==> src/rtl/osc_pkg.sv <==
// shared constants for the oscillator select and clock output block
package osc_pkg;
   // non-volatile oscillator option codes
   typedef enum logic [2:0] {
      OSC_XTAL_LOW  = 3'h0,
      OSC_XTAL_MED  = 3'h1,
      OSC_XTAL_HIGH = 3'h2,
      OSC_RC        = 3'h3,
      OSC_EXT       = 3'h4
   } osc_src_t;

   // restart state machine, gray coded along the wake path except the START to RUN step
   typedef enum logic [1:0] {
      OSC_RUN   = 2'h0,
      OSC_STOP  = 2'h1,
      OSC_START = 2'h3
   } osc_state_t;

   localparam logic [7:0]  DIV_RESET      = 8'h00;
   localparam logic [2:0]  CLKOUT_DIV     = 3'h6;
   localparam logic [2:0]  CLKOUT_HALF    = 3'h3;
   localparam logic [10:0] WAKE_XTAL      = 11'h0400;
   localparam logic [10:0] WAKE_RC_EXT    = 11'h0100;
   localparam int          RC_FREQ_KHZ    = 6000;
   localparam int          SYS_FREQ_KHZ   = 40000;
endpackage : osc_pkg

==> src/rtl/osc_if.sv <==
// tick bundle between the clock control core and the clock output divider
`timescale 1ns/100ps
interface osc_if;
   logic cpuTick;
   logic outEnable;
   logic clkOut;
   modport ctrl (output cpuTick, output outEnable, input clkOut);
   modport div  (input cpuTick, input outEnable, output clkOut);
endinterface : osc_if

==> src/rtl/osc_clkout_div.sv <==
// divide-by-six generator for the clock output pin
`timescale 1ns/100ps
module osc_clkout_div (
   input wire logic sys_clk,
   input wire logic rst_n,
   osc_if.div       link
);
   logic [2:0] phase_ff;
   logic       out_ff;
   logic       wrap;

   assign wrap = (phase_ff == osc_pkg::CLKOUT_DIV - 3'h1);

   always_ff @(posedge sys_clk or negedge rst_n) begin
      if (!rst_n) begin
         phase_ff <= 3'h0;
         out_ff   <= 1'b0;
      end else if (!link.outEnable) begin
         phase_ff <= 3'h0;
         out_ff   <= 1'b0;
      end else if (link.cpuTick) begin
         phase_ff <= wrap ? 3'h0 : phase_ff + 3'h1;
         out_ff   <= (wrap ? 3'h0 : phase_ff + 3'h1) < osc_pkg::CLKOUT_HALF;
      end
   end

   assign link.clkOut = out_ff;
endmodule : osc_clkout_div

==> src/rtl/osc_clock_ctrl.sv <==
// oscillator option decode, cpu clock divider, wake delay and clock output pin
`timescale 1ns/100ps
module osc_clock_ctrl (
   input  wire logic       sys_clk,
   input  wire logic       rst_n,
   input  wire logic [2:0] oscOption,
   input  wire logic       standard_timing_select,
   input  wire logic [7:0] cpu_clock_divider,
   input  wire logic       clock_out_enable,
   input  wire logic       clock_in_pin,
   input  wire logic       idleMode,
   input  wire logic       powerDown,
   input  wire logic       portDataOut,
   input  wire logic       portOutEnable_n,
   output logic            cpuClkTick,
   output logic            machineCycleTick,
   output logic            cpuRunning,
   output logic            extClkIn,
   output logic            second_oscillator_pin_o,
   output logic            second_oscillator_pin_oe_n,
   output logic            portPinAvailable,
   output logic            clockOutActive
);
   osc_if link ();

   osc_pkg::osc_src_t   srcSel_ff;
   logic                cfgDone_ff;
   logic                clkSync1_ff;
   logic                clkSync2_ff;
   logic                clkPrev_ff;
   logic [8:0]          divCnt_ff;
   logic [8:0]          nxt_divCnt;
   logic                halfPh_ff;
   logic [2:0]          mcCnt_ff;
   logic [2:0]          nxt_mcCnt;
   logic [10:0]         wakeCnt_ff;
   logic [10:0]         nxt_wakeCnt;
   osc_pkg::osc_state_t state_ff;
   osc_pkg::osc_state_t nxt_state;
   logic                pinO_ff;
   logic                pinOeN_ff;
   logic                nxt_pinO;
   logic                nxt_pinOeN;
   logic                extEdge;
   logic                extSrc;
   logic                oscTick;
   logic                oscRun;
   logic [8:0]          divTop;
   logic                divWrap;
   logic                divTick;
   logic                cpuTickW;
   logic [10:0]         wakeLen;
   logic                wakeDone;
   logic                outAllowed;
   logic                clkOutSel;
   logic                unusedIdle;

   function automatic logic isCrystal(input osc_pkg::osc_src_t s);
      isCrystal = (s == osc_pkg::OSC_XTAL_LOW) || (s == osc_pkg::OSC_XTAL_MED)
                  || (s == osc_pkg::OSC_XTAL_HIGH);
   endfunction : isCrystal

   // configuration is caught once after reset release, never at run time
   always_ff @(posedge sys_clk or negedge rst_n) begin
      if (!rst_n) begin
         srcSel_ff  <= osc_pkg::OSC_XTAL_LOW;
         cfgDone_ff <= 1'b0;
      end else if (!cfgDone_ff) begin
         srcSel_ff  <= osc_pkg::osc_src_t'(oscOption);
         cfgDone_ff <= 1'b1;
      end
   end

   // external clock is sampled through two flops; limited to below sys_clk/2
   always_ff @(posedge sys_clk or negedge rst_n) begin
      if (!rst_n) begin
         clkSync1_ff <= 1'b0;
         clkSync2_ff <= 1'b0;
      end else begin
         clkSync1_ff <= clock_in_pin;
         clkSync2_ff <= clkSync1_ff;
      end
   end

   // previous synchronised level, only for rising-edge detection
   always_ff @(posedge sys_clk or negedge rst_n) begin
      if (!rst_n) begin
         clkPrev_ff <= 1'b0;
      end else begin
         clkPrev_ff <= clkSync2_ff;
      end
   end

   // rc and crystal oscillators are modelled as one tick per sys_clk
   assign extSrc  = (srcSel_ff == osc_pkg::OSC_EXT);
   assign extEdge = clkSync2_ff & ~clkPrev_ff;
   assign oscTick = extSrc ? extEdge : cfgDone_ff;
   assign oscRun  = (state_ff != osc_pkg::OSC_STOP);

   // counter runs on through a ratio change, so a new ratio needs no halt
   assign divTop     = {cpu_clock_divider, 1'b1};
   assign divWrap    = (divCnt_ff >= divTop);
   assign divTick    = oscRun && oscTick
                       && ((cpu_clock_divider == osc_pkg::DIV_RESET) || divWrap);
   assign cpuTickW   = divTick && (!standard_timing_select || halfPh_ff);
   assign nxt_divCnt = divWrap ? 9'h000 : divCnt_ff + 9'h001;
   assign nxt_mcCnt  = (mcCnt_ff == 3'h5) ? 3'h0 : mcCnt_ff + 3'h1;

   always_ff @(posedge sys_clk or negedge rst_n) begin
      if (!rst_n) begin
         divCnt_ff <= 9'h000;
      end else if (oscRun && oscTick) begin
         divCnt_ff <= nxt_divCnt;
      end
   end

   // standard timing lets every other divided tick through
   always_ff @(posedge sys_clk or negedge rst_n) begin
      if (!rst_n) begin
         halfPh_ff <= 1'b0;
      end else if (divTick) begin
         halfPh_ff <= ~halfPh_ff;
      end
   end

   // machine cycle is six cpu ticks, twelve clocks under standard timing
   always_ff @(posedge sys_clk or negedge rst_n) begin
      if (!rst_n) begin
         mcCnt_ff <= 3'h0;
      end else if (cpuTickW) begin
         mcCnt_ff <= nxt_mcCnt;
      end
   end

   // crystals need the longer settle count before the core resumes
   assign wakeLen     = isCrystal(srcSel_ff) ? osc_pkg::WAKE_XTAL : osc_pkg::WAKE_RC_EXT;
   assign wakeDone    = (wakeCnt_ff >= wakeLen - 11'h001) && cpuTickW;
   assign nxt_wakeCnt = (state_ff != osc_pkg::OSC_START) ? 11'h000 : wakeCnt_ff + 11'h001;

   // power down stops the oscillator; the restart waits out the settle count
   always_comb begin
      nxt_state = state_ff;
      unique case (state_ff)
         osc_pkg::OSC_RUN:   if (powerDown) nxt_state = osc_pkg::OSC_STOP;
         osc_pkg::OSC_STOP:  if (!powerDown) nxt_state = osc_pkg::OSC_START;
         osc_pkg::OSC_START: if (wakeDone) nxt_state = osc_pkg::OSC_RUN;
         default:            nxt_state = osc_pkg::OSC_RUN;
      endcase
   end

   always_ff @(posedge sys_clk or negedge rst_n) begin
      if (!rst_n) begin
         state_ff <= osc_pkg::OSC_RUN;
      end else begin
         state_ff <= nxt_state;
      end
   end

   always_ff @(posedge sys_clk or negedge rst_n) begin
      if (!rst_n) begin
         wakeCnt_ff <= 11'h000;
      end else if ((state_ff != osc_pkg::OSC_START) || cpuTickW) begin
         wakeCnt_ff <= nxt_wakeCnt;
      end
   end

   // idle does not gate the output; only the enable, a crystal option and a stopped oscillator do
   assign outAllowed     = !isCrystal(srcSel_ff) && cfgDone_ff;
   assign clkOutSel      = clock_out_enable && outAllowed;
   assign link.outEnable = clkOutSel && oscRun;
   assign link.cpuTick   = cpuTickW;

   osc_clkout_div u_div (
      .sys_clk (sys_clk),
      .rst_n   (rst_n),
      .link    (link)
   );

   // crystal modes leave the pin to the oscillator whatever the enable says
   assign nxt_pinO   = clkOutSel ? link.clkOut : (extSrc ? portDataOut : 1'b0);
   assign nxt_pinOeN = clkOutSel ? 1'b0 : (extSrc ? portOutEnable_n : 1'b1);

   // pin drive is registered so the pad never sees a decode glitch
   always_ff @(posedge sys_clk or negedge rst_n) begin
      if (!rst_n) begin
         pinO_ff   <= 1'b0;
         pinOeN_ff <= 1'b1;
      end else begin
         pinO_ff   <= nxt_pinO;
         pinOeN_ff <= nxt_pinOeN;
      end
   end

   assign cpuClkTick                 = cpuTickW;
   assign machineCycleTick           = cpuTickW && (mcCnt_ff == 3'h5);
   assign cpuRunning                 = (state_ff == osc_pkg::OSC_RUN);
   assign extClkIn                   = clkSync2_ff;
   assign second_oscillator_pin_o    = pinO_ff;
   assign second_oscillator_pin_oe_n = pinOeN_ff;
   assign portPinAvailable           = extSrc && !clock_out_enable;
   assign clockOutActive             = link.outEnable;

   // idleMode only documents that the output keeps running in idle
   assign unusedIdle = idleMode;
endmodule : osc_clock_ctrl

==> config.mk <==
export PLATFORM = sky130hd
export DESIGN_NAME = osc_clock_ctrl
export DESIGN_NICKNAME = d
export VERILOG_FILES = /design/src/rtl/osc_pkg.sv /design/src/rtl/osc_if.sv /design/src/rtl/osc_clkout_div.sv /design/src/rtl/osc_clock_ctrl.sv
export SDC_FILE = /design/constraint.sdc
export NUM_CORES = 1
export LEC_CHECK = 0
export BUFFER_PORTS_ARGS = -buffer_cell sky130_fd_sc_hd__buf_2
export CORE_MARGIN = 4
export CORE_UTILIZATION = 50
export CTS_CLUSTER_SIZE = 20
export DETAILED_ROUTE_END_ITERATION = 10
export PLACE_DENSITY = 0.71
export SETUP_SLACK_MARGIN = 0.4
export SLEW_MARGIN = 10
export SYNTH_ARGS = -nofsm -noshare
export SYNTH_HDL_FRONTEND = slang
export SYNTH_HIERARCHICAL = 1
export SYNTH_SLANG_ARGS = --single-unit
==> constraint.sdc <==
create_clock -name sys_clk -period 2.91 [get_ports sys_clk]
set_input_delay 0.582 -clock sys_clk [delete_from_list [all_inputs] [get_ports sys_clk]]
set_output_delay 0.582 -clock sys_clk [all_outputs]
set_load 0.02 [all_outputs]
==> parameters.txt, run 1 <==
Parameter                              Value

Layout
  Final Instance Area    2800 um2
  Number of cells in the finished layout apart from fillers    322
  Fraction of final layout cells sized beyond drive strength 1    33.5%
  Total number of nets in the final design    303
  Layout fillers    304
  Post-layout utilization of the core    69.0%
  Number of antenna cells inserted    0
  Layout overhead on the synthesized area    32.0%

GRT
  Antenna violations before repair    0
  Total overflow reported by the global router    0
  Via count of the first global-routing pass    1727
  First-pass GRT wire length    7.37 mm
  Overall Global Routing Usage    17.6%
  Pin count of the biggest net entering global routing    40

Routing
  Post-route ant nets    0
  Final WL    4.60 mm
  DRC violations left    0
  Detailed-route wire length per cell    14.3 um
  Average via count per standard cell    5.51
  DRC marker count from the first detailed-route iteration    75
  Number of search-and-repair iterations in the first detailed-routing pass    4
  Total via count after detailed routing    1775

Floorplanning
  Initial core utilization    52.3%
  Total Die Area    5350 um2
  Number of I/O pins    28
  Core Region    4060 um2
  Row cnt    23
  Chip Height    73.1 um
  Die span in x    73.1 um

Synthesis
  Synth unique cells    41
  Top cell types by occurrence after synthesis    38 x sky130_fd_sc_hd__dfrtp_1, 24 x sky130_fd_sc_hd__o21ai_0, 18 x sky130_fd_sc_hd__nand2_1
  Area share of the largest cell type after synthesis    44.8%
  Cell area after synthesis    2120 um2
  Synth warn    6
  Async SR Flop Fraction    100%
  Cell types with the largest area share after synthesis    sky130_fd_sc_hd__dfrtp_1 45%, sky130_fd_sc_hd__ha_1 7.1%, sky130_fd_sc_hd__o21ai_0 5.7%
  Post-synthesis register bit count    39
  Mapped Avg Cell Area    9.60 um2
  Post-synthesis net count    253
  Portion of the post-synthesis area used by sequential elements    46.0%
  Number of enable flip-flop cells after synthesis    0
  Cell with the most instances after synthesis    sky130_fd_sc_hd__dfrtp_1
  Yosys top cell by area    sky130_fd_sc_hd__dfrtp_1
  Main flop type after synthesis    sky130_fd_sc_hd__dfrtp_1
  Synth Instances    221

Setup path
  Endpoint required time on the critical path    2.33 ns
  Startpoint Class    input port
  Critical setup path kind    input port to output port
  Worst-path fanout max    4
  Critical path data arrival time    2.14 ns
  Sort of element at the end of the critical path    output port

Power
  Worst-case vdd ir drop    0.326 mV
  Combinational fraction of design power    35.5%
  Part of the total power dissipated in sequential elements    43.7%
  Sw Share    33.9%
  Cell-internal power    1120 uW
  Pwr/cell area    604 nW/um2
  Leakage power of the design    0.00128 uW
  Relative contribution of the clock network to total power    20.8%
  Net switching power    573 uW

Timing
  Crit path setup slack, layout    0.184 ns
  Final setup vio count    0
  Final Slew Violations    0
  Post-layout min period    2.73 ns
  Setup repair after global routing missed its margin    yes
  Tcrit/Tclk final    93.7%
  Worst slew pin tran    0.854 ns
  Remaining max-slew budget at the tightest pin    43.1%
  Final Hold Vio Count    0
  Highest achievable clock rate    367 MHz
  Clock skew    0.0125 ns

Clock tree
  TritonCTS sink count    39
  Largest buffer count on any clock path    2
  Post-CTS clock slew at the launch and capture registers of the worst setup and hold paths    0.07 ns
  Total CTS buffers    5
  CTS Root Buffer Type    sky130_fd_sc_hd__clkbuf_8
  Later-pin clock latency in the skew report    0.29 ns
  Hold-fix buffers, CTS    0
  TritonCTS clock tree    done
  Maximum level of the CTS H-tree    2

Placement
  Number of buffer cells added on primary ports    26
  GP Congestion    0.790
  Area post-placement    2430 um2
  DP Worst Slack    -0.000104 ns
  Inst Count DP    298
  Detailed placer's ending HPWL    2.93 mm

Worst hold path
  Worst hold path class    flip-flop to flip-flop

Outcome
  Outcome    finished, final reports clean

Run
  Count of max-cap constraint violations    0
per-stage QoR:
stage / hold slack, ns / TNS [ns] / power [uW]
after floorplan: 0.286 / 0 / 1040
after global placement: 0.334 / 0 / 1150
after detailed placement: 0.343 / -0.000104 / 1170
after CTS: 0.360 / 0 / 1600
after global routing: 0.371 / 0 / 1810
final: 0.358 / 0 / 1690
registers in the layout, summed over array words and instances (netlist names):
signal / flops
wakeCnt_ff: 11
divCnt_ff: 9
mcCnt_ff: 3
srcSel_ff: 3
u_div/phase_ff: 3
state_ff: 2
cfgDone_ff: 1
clkPrev_ff: 1
clkSync1_ff: 1
extClkIn: 1
halfPh_ff: 1
second_oscillator_pin_o: 1
second_oscillator_pin_oe_n: 1
u_div/link.clkOut: 1
critical path: stages:
cell,delay [ns]
sky130_fd_sc_hd__buf_2,0.07
sky130_fd_sc_hd__inv_1,0.04
sky130_fd_sc_hd__ha_1,0.29
sky130_fd_sc_hd__nand2_2,0.05
sky130_fd_sc_hd__a211o_1,0.29
sky130_fd_sc_hd__o221ai_4,0.30
sky130_fd_sc_hd__o2111ai_4,0.16
sky130_fd_sc_hd__nor3b_4,0.21
sky130_fd_sc_hd__buf_6,0.14
path summary, 6_finish.rpt:
check,startpoint,to,slack (ns),depth (start not counted)
max,cpu_clock_divider[4],machineCycleTick,0.18,9
min,clkSync1_ff,extClkIn,0.36,0
max reg2reg,divCnt_ff[5],wakeCnt_ff[3],0.35,11
min reg2reg,clkSync1_ff,extClkIn,0.36,0
max in group asynchronous,rst_n,divCnt_ff[3],1.92,1
min in group asynchronous,rst_n,wakeCnt_ff[9],0.39,1
cell usage in the layout (no fill, tap or decap), types with 2 or more instances in the layout:
cell and n:
sky130_fd_sc_hd__ha_1 6, sky130_fd_sc_hd__dfrtp_1 36, sky130_fd_sc_hd__clkbuf_16 2, sky130_fd_sc_hd__xor2_1 2, sky130_fd_sc_hd__clkbuf_8 5, sky130_fd_sc_hd__buf_6 5, sky130_fd_sc_hd__o21a_1 2, sky130_fd_sc_hd__mux2_2 3
sky130_fd_sc_hd__dfrtp_2 2, sky130_fd_sc_hd__a21boi_0 2, sky130_fd_sc_hd__nor3_1 3, sky130_fd_sc_hd__and2_1 2, sky130_fd_sc_hd__nand2b_1 6, sky130_fd_sc_hd__inv_1 9, sky130_fd_sc_hd__nand2_1 16, sky130_fd_sc_hd__a211o_1 2
sky130_fd_sc_hd__nor3b_1 2, sky130_fd_sc_hd__buf_4 16, sky130_fd_sc_hd__clkinvlp_4 2, sky130_fd_sc_hd__a21o_1 5, sky130_fd_sc_hd__nand4_1 4, sky130_fd_sc_hd__nor2_1 10, sky130_fd_sc_hd__and3_1 8, sky130_fd_sc_hd__xnor2_1 2
sky130_fd_sc_hd__or4_4 4, sky130_fd_sc_hd__o21ai_0 24, sky130_fd_sc_hd__a21oi_2 5, sky130_fd_sc_hd__ha_4 5, sky130_fd_sc_hd__inv_2 2, sky130_fd_sc_hd__nand3_1 8, sky130_fd_sc_hd__o31ai_1 4, sky130_fd_sc_hd__buf_2 23
sky130_fd_sc_hd__a21oi_1 11, sky130_fd_sc_hd__nor2b_1 5, sky130_fd_sc_hd__or3_1 5
cell type report:
type	instances	area (um2)	area share, %
Clock buffer	6	72.6	2.59
Clock inverter	2	12.5	0.447
Inverter	14	71.3	2.55
Multi-Input combinational cell	164	1240	44.3
Sequential cell	39	980	35.0
Tap cell	50	62.6	2.23
Timing Repair Buffer	47	362	12.9
logic make-up after synthesis:
family	Yosys count	share of synthesized area (%)
mux	4	2.06
flops	39	46.0
simple gates	82	21.7
buf+inv	18	3.30
compound gates	61	18.0
fa+ha+maj	12	7.08
other cells	1	0.177
xor+xnor	4	1.65
per-layer routing:
| metal | routed length, um | GRT usage (%) | up-vias |
|---|---|---|---|
| met5 | 0 | 0 | - |
| met4 | 114 | 6.35 | 0 |
| met3 | 193 | 3.72 | 9 |
| met2 | 2250 | 29.8 | 39 |
| met1 | 2040 | 21.9 | 832 |
| li1 | - | - | 895 |
power by group through the flow:
stage          Sequential (uW)  Clock (uW)  Combinational (uW)
6_report                   739         352                 600
5_1_grt                    757         384                 672
4_1_cts                    734         363                 507
3_5_place_dp               750           0                 418
3_3_place_gp               745           0                 405
2_1_floorplan              728           0                 309
repair_timing:
action	in CTS	in global routing
endpoints found under the setup margin	3	6
buffers inserted	8	6
pin swaps	9	14
resized for setup	13	15
gates cloned	0	2
Note: power is estimated with default switching activity, not from simulation.
==> run 2, diff against run 1 <==
- CORE_MARGIN: 4 -> not set
==> parameters.txt, run 2 (synthesis gave the netlist of run 1 again) <==
Parameter                              Value

Outcome
  Outcome    finished, final reports clean

Timing
  Post-layout min period    2.70 ns
  Final Slew Violations    0
  Clock skew    0.00933 ns
  Crit path setup slack, layout    0.209 ns
  Highest achievable clock rate    370 MHz
  Tcrit/Tclk final    92.8%
  Worst slew pin tran    0.857 ns
  Final setup vio count    0
  Setup repair after global routing missed its margin    yes
  Final Hold Vio Count    0
  Setup TNS Final    0 ns
  Remaining max-slew budget at the tightest pin    42.9%

Power
  Worst-case vdd ir drop    0.401 mV
  Sw Share    32.6%
  Power Total    1660 uW
  Net switching power    541 uW
  Relative contribution of the clock network to total power    24.4%
  Cell-internal power    1120 uW
  Pwr/cell area    620 nW/um2
  Combinational fraction of design power    31.4%
  Part of the total power dissipated in sequential elements    44.2%
  Leakage power of the design    0.00123 uW

Clock tree
  Largest buffer count on any clock path    2
  Total CTS buffers    5
  Post-CTS clock slew at the launch and capture registers of the worst setup and hold paths    0.08 ns
  TritonCTS clock tree    done
  Maximum level of the CTS H-tree    2
  Later-pin clock latency in the skew report    0.29 ns
  TritonCTS sink count    39
  CTS Root Buffer Type    sky130_fd_sc_hd__clkbuf_8

Layout
  Post-layout utilization of the core    66.4%
  Total number of nets in the final design    295
  Register containing the most flip-flops in the final layout    wakeCnt_ff
  Layout overhead on the synthesized area    26.1%
  Biggest regs    wakeCnt_ff: 11 flops, divCnt_ff: 9 flops
  Most common cell after layout, fill and taps aside    sky130_fd_sc_hd__dfrtp_1
  Final Instance Area    2680 um2
  Number of antenna cells inserted    0
  Layout fillers    326
  Leading cell types in the layout, fill and taps excluded    36 x sky130_fd_sc_hd__dfrtp_1, 24 x sky130_fd_sc_hd__o21ai_0, 23 x sky130_fd_sc_hd__buf_2
  Fraction of final layout cells sized beyond drive strength 1    30.3%
  Max reg flops    11

GRT
  Layer carrying the most global-route usage    met2
  Total overflow reported by the global router    0
  Met2 demand-to-capacity share in global routing    33.3%
  Pin count of the biggest net entering global routing    40
  Global-route track usage on met1    26.4%
  Overall Global Routing Usage    20.3%
  Antenna violations before repair    0
  Routing usage on met3    4.05%
  First-pass GRT wire length    6.80 mm
  Via count of the first global-routing pass    1534

Run
  Count of max-cap constraint violations    0

Routing
  Average via count per standard cell    5.45
  Final WL    4.18 mm
  Post-route ant nets    0
  Number of search-and-repair iterations in the first detailed-routing pass    4
  DRC violations left    0
  DRC marker count from the first detailed-route iteration    67
  Detailed-route wire length per cell    13.3 um
  Total via count after detailed routing    1710

Setup path
  Critical setup path kind    flip-flop to output port
  Count of cells along the worst register-to-register path    11
  Endpoint of the most critical register-to-register path    wakeCnt_ff[10]
  Critical path data arrival time    2.12 ns
  Buffers and inverters on the worst path    3
  Cell-by-cell trace of the critical path    ha_4 -> a211o_1 -> a21oi_2 -> o221ai_2 -> buf_4 -> o211ai_4 -> clkinvlp_4 -> buf_6
  Endpoint required time on the critical path    2.33 ns
  Register-to-Register Setup Slack    0.23 ns
  Delay of the slowest cell on the worst path    0.43 ns
  Startpoint Class    flip-flop
  Dominant delay contributor by cell family on the critical path    compound AO/OA/AOI/OAI gates
  Cell with the biggest individual delay on the critical path    sky130_fd_sc_hd__dfrtp_2
  Worst-path fanout max    2
  Sort of element at the end of the critical path    output port
  Worst flop-to-flop path startpoint    divCnt_ff[4]

Worst hold path
  Worst hold path class    flip-flop to flip-flop
  Count of cells along the worst hold path    0
  Startpoint of the worst hold path    clkSync1_ff
  Worst min-delay path endpoint    extClkIn

Floorplanning
  Chip Height    67.1 um
  Core Region    4030 um2
  Die span in x    67.1 um
  Row cnt    23
  Total Die Area    4510 um2
  Initial core utilization    52.7%
  Number of I/O pins    28

Placement
  Detailed placer's ending HPWL    2.87 mm
  DP Worst Slack    0.0905 ns
  GP Congestion    0.787
  Number of buffer cells added on primary ports    26
  Area post-placement    2430 um2
run 2: metal layers:
layer / wire length [um] / part of all wire (%)
met2: 2020 / 48
met4: 77 / 1.8
met1: 1940 / 46
met3: 144 / 3.4
met5: 0 / 0
run 2: power by group through the flow:
stage | Clock, uW | Sequential (uW) | Combinational [uW]
global placement | 0 | 745 | 413
CTS | 422 | 727 | 487
floorplan | 0 | 728 | 309
global route | 441 | 749 | 586
detailed placement | 0 | 748 | 429
finish | 404 | 733 | 521
run 2: how the worst max path moves through the flow:
stage                         startpoint          endpoint  slack (ns)  depth (start not counted)
finish                      divCnt_ff[4]        cpuClkTick        0.21                          8
global route                divCnt_ff[4]        cpuClkTick        0.13                          8
floorplan           cpu_clock_divider[3]        cpuClkTick        0.31                          9
global placement    cpu_clock_divider[3]    wakeCnt_ff[10]        0.10                         11
CTS                         divCnt_ff[7]  machineCycleTick        0.18                          7
detailed placement  cpu_clock_divider[3]     wakeCnt_ff[8]        0.09                         11
run 2: stage by stage:
stage | hold WS, ns | cells
6_report | 0.356 | 314
5_1_grt | 0.368 | 314
4_1_cts | 0.359 | 312
3_5_place_dp | 0.342 | 298
3_3_place_gp | 0.336 | 298
2_1_floorplan | 0.286 | 221
run 2: repair_timing:
| action | CTS | global route |
|---|---|---|
| setup buffers | 6 | 1 |
| endpoints found under the hold margin | 0 | 0 |
| pin swaps | 11 | 6 |
| gates resized for setup | 8 | 10 |
| hold buffers | 0 | 0 |
| gates cloned | 0 | 1 |
| endpoints found under the setup margin | 5 | 6 |
run 2: area by class of cell:
cell class	instances	area (um2)	area share (%)
multi-input cells	164	1180	44.2
repair buffers	39	277	10.3
inverters	14	71.3	2.67
clock inverters	1	7.51	0.281
well taps	50	62.6	2.34
flip-flops and latches	39	980	36.6
clock buffers	7	96.3	3.60
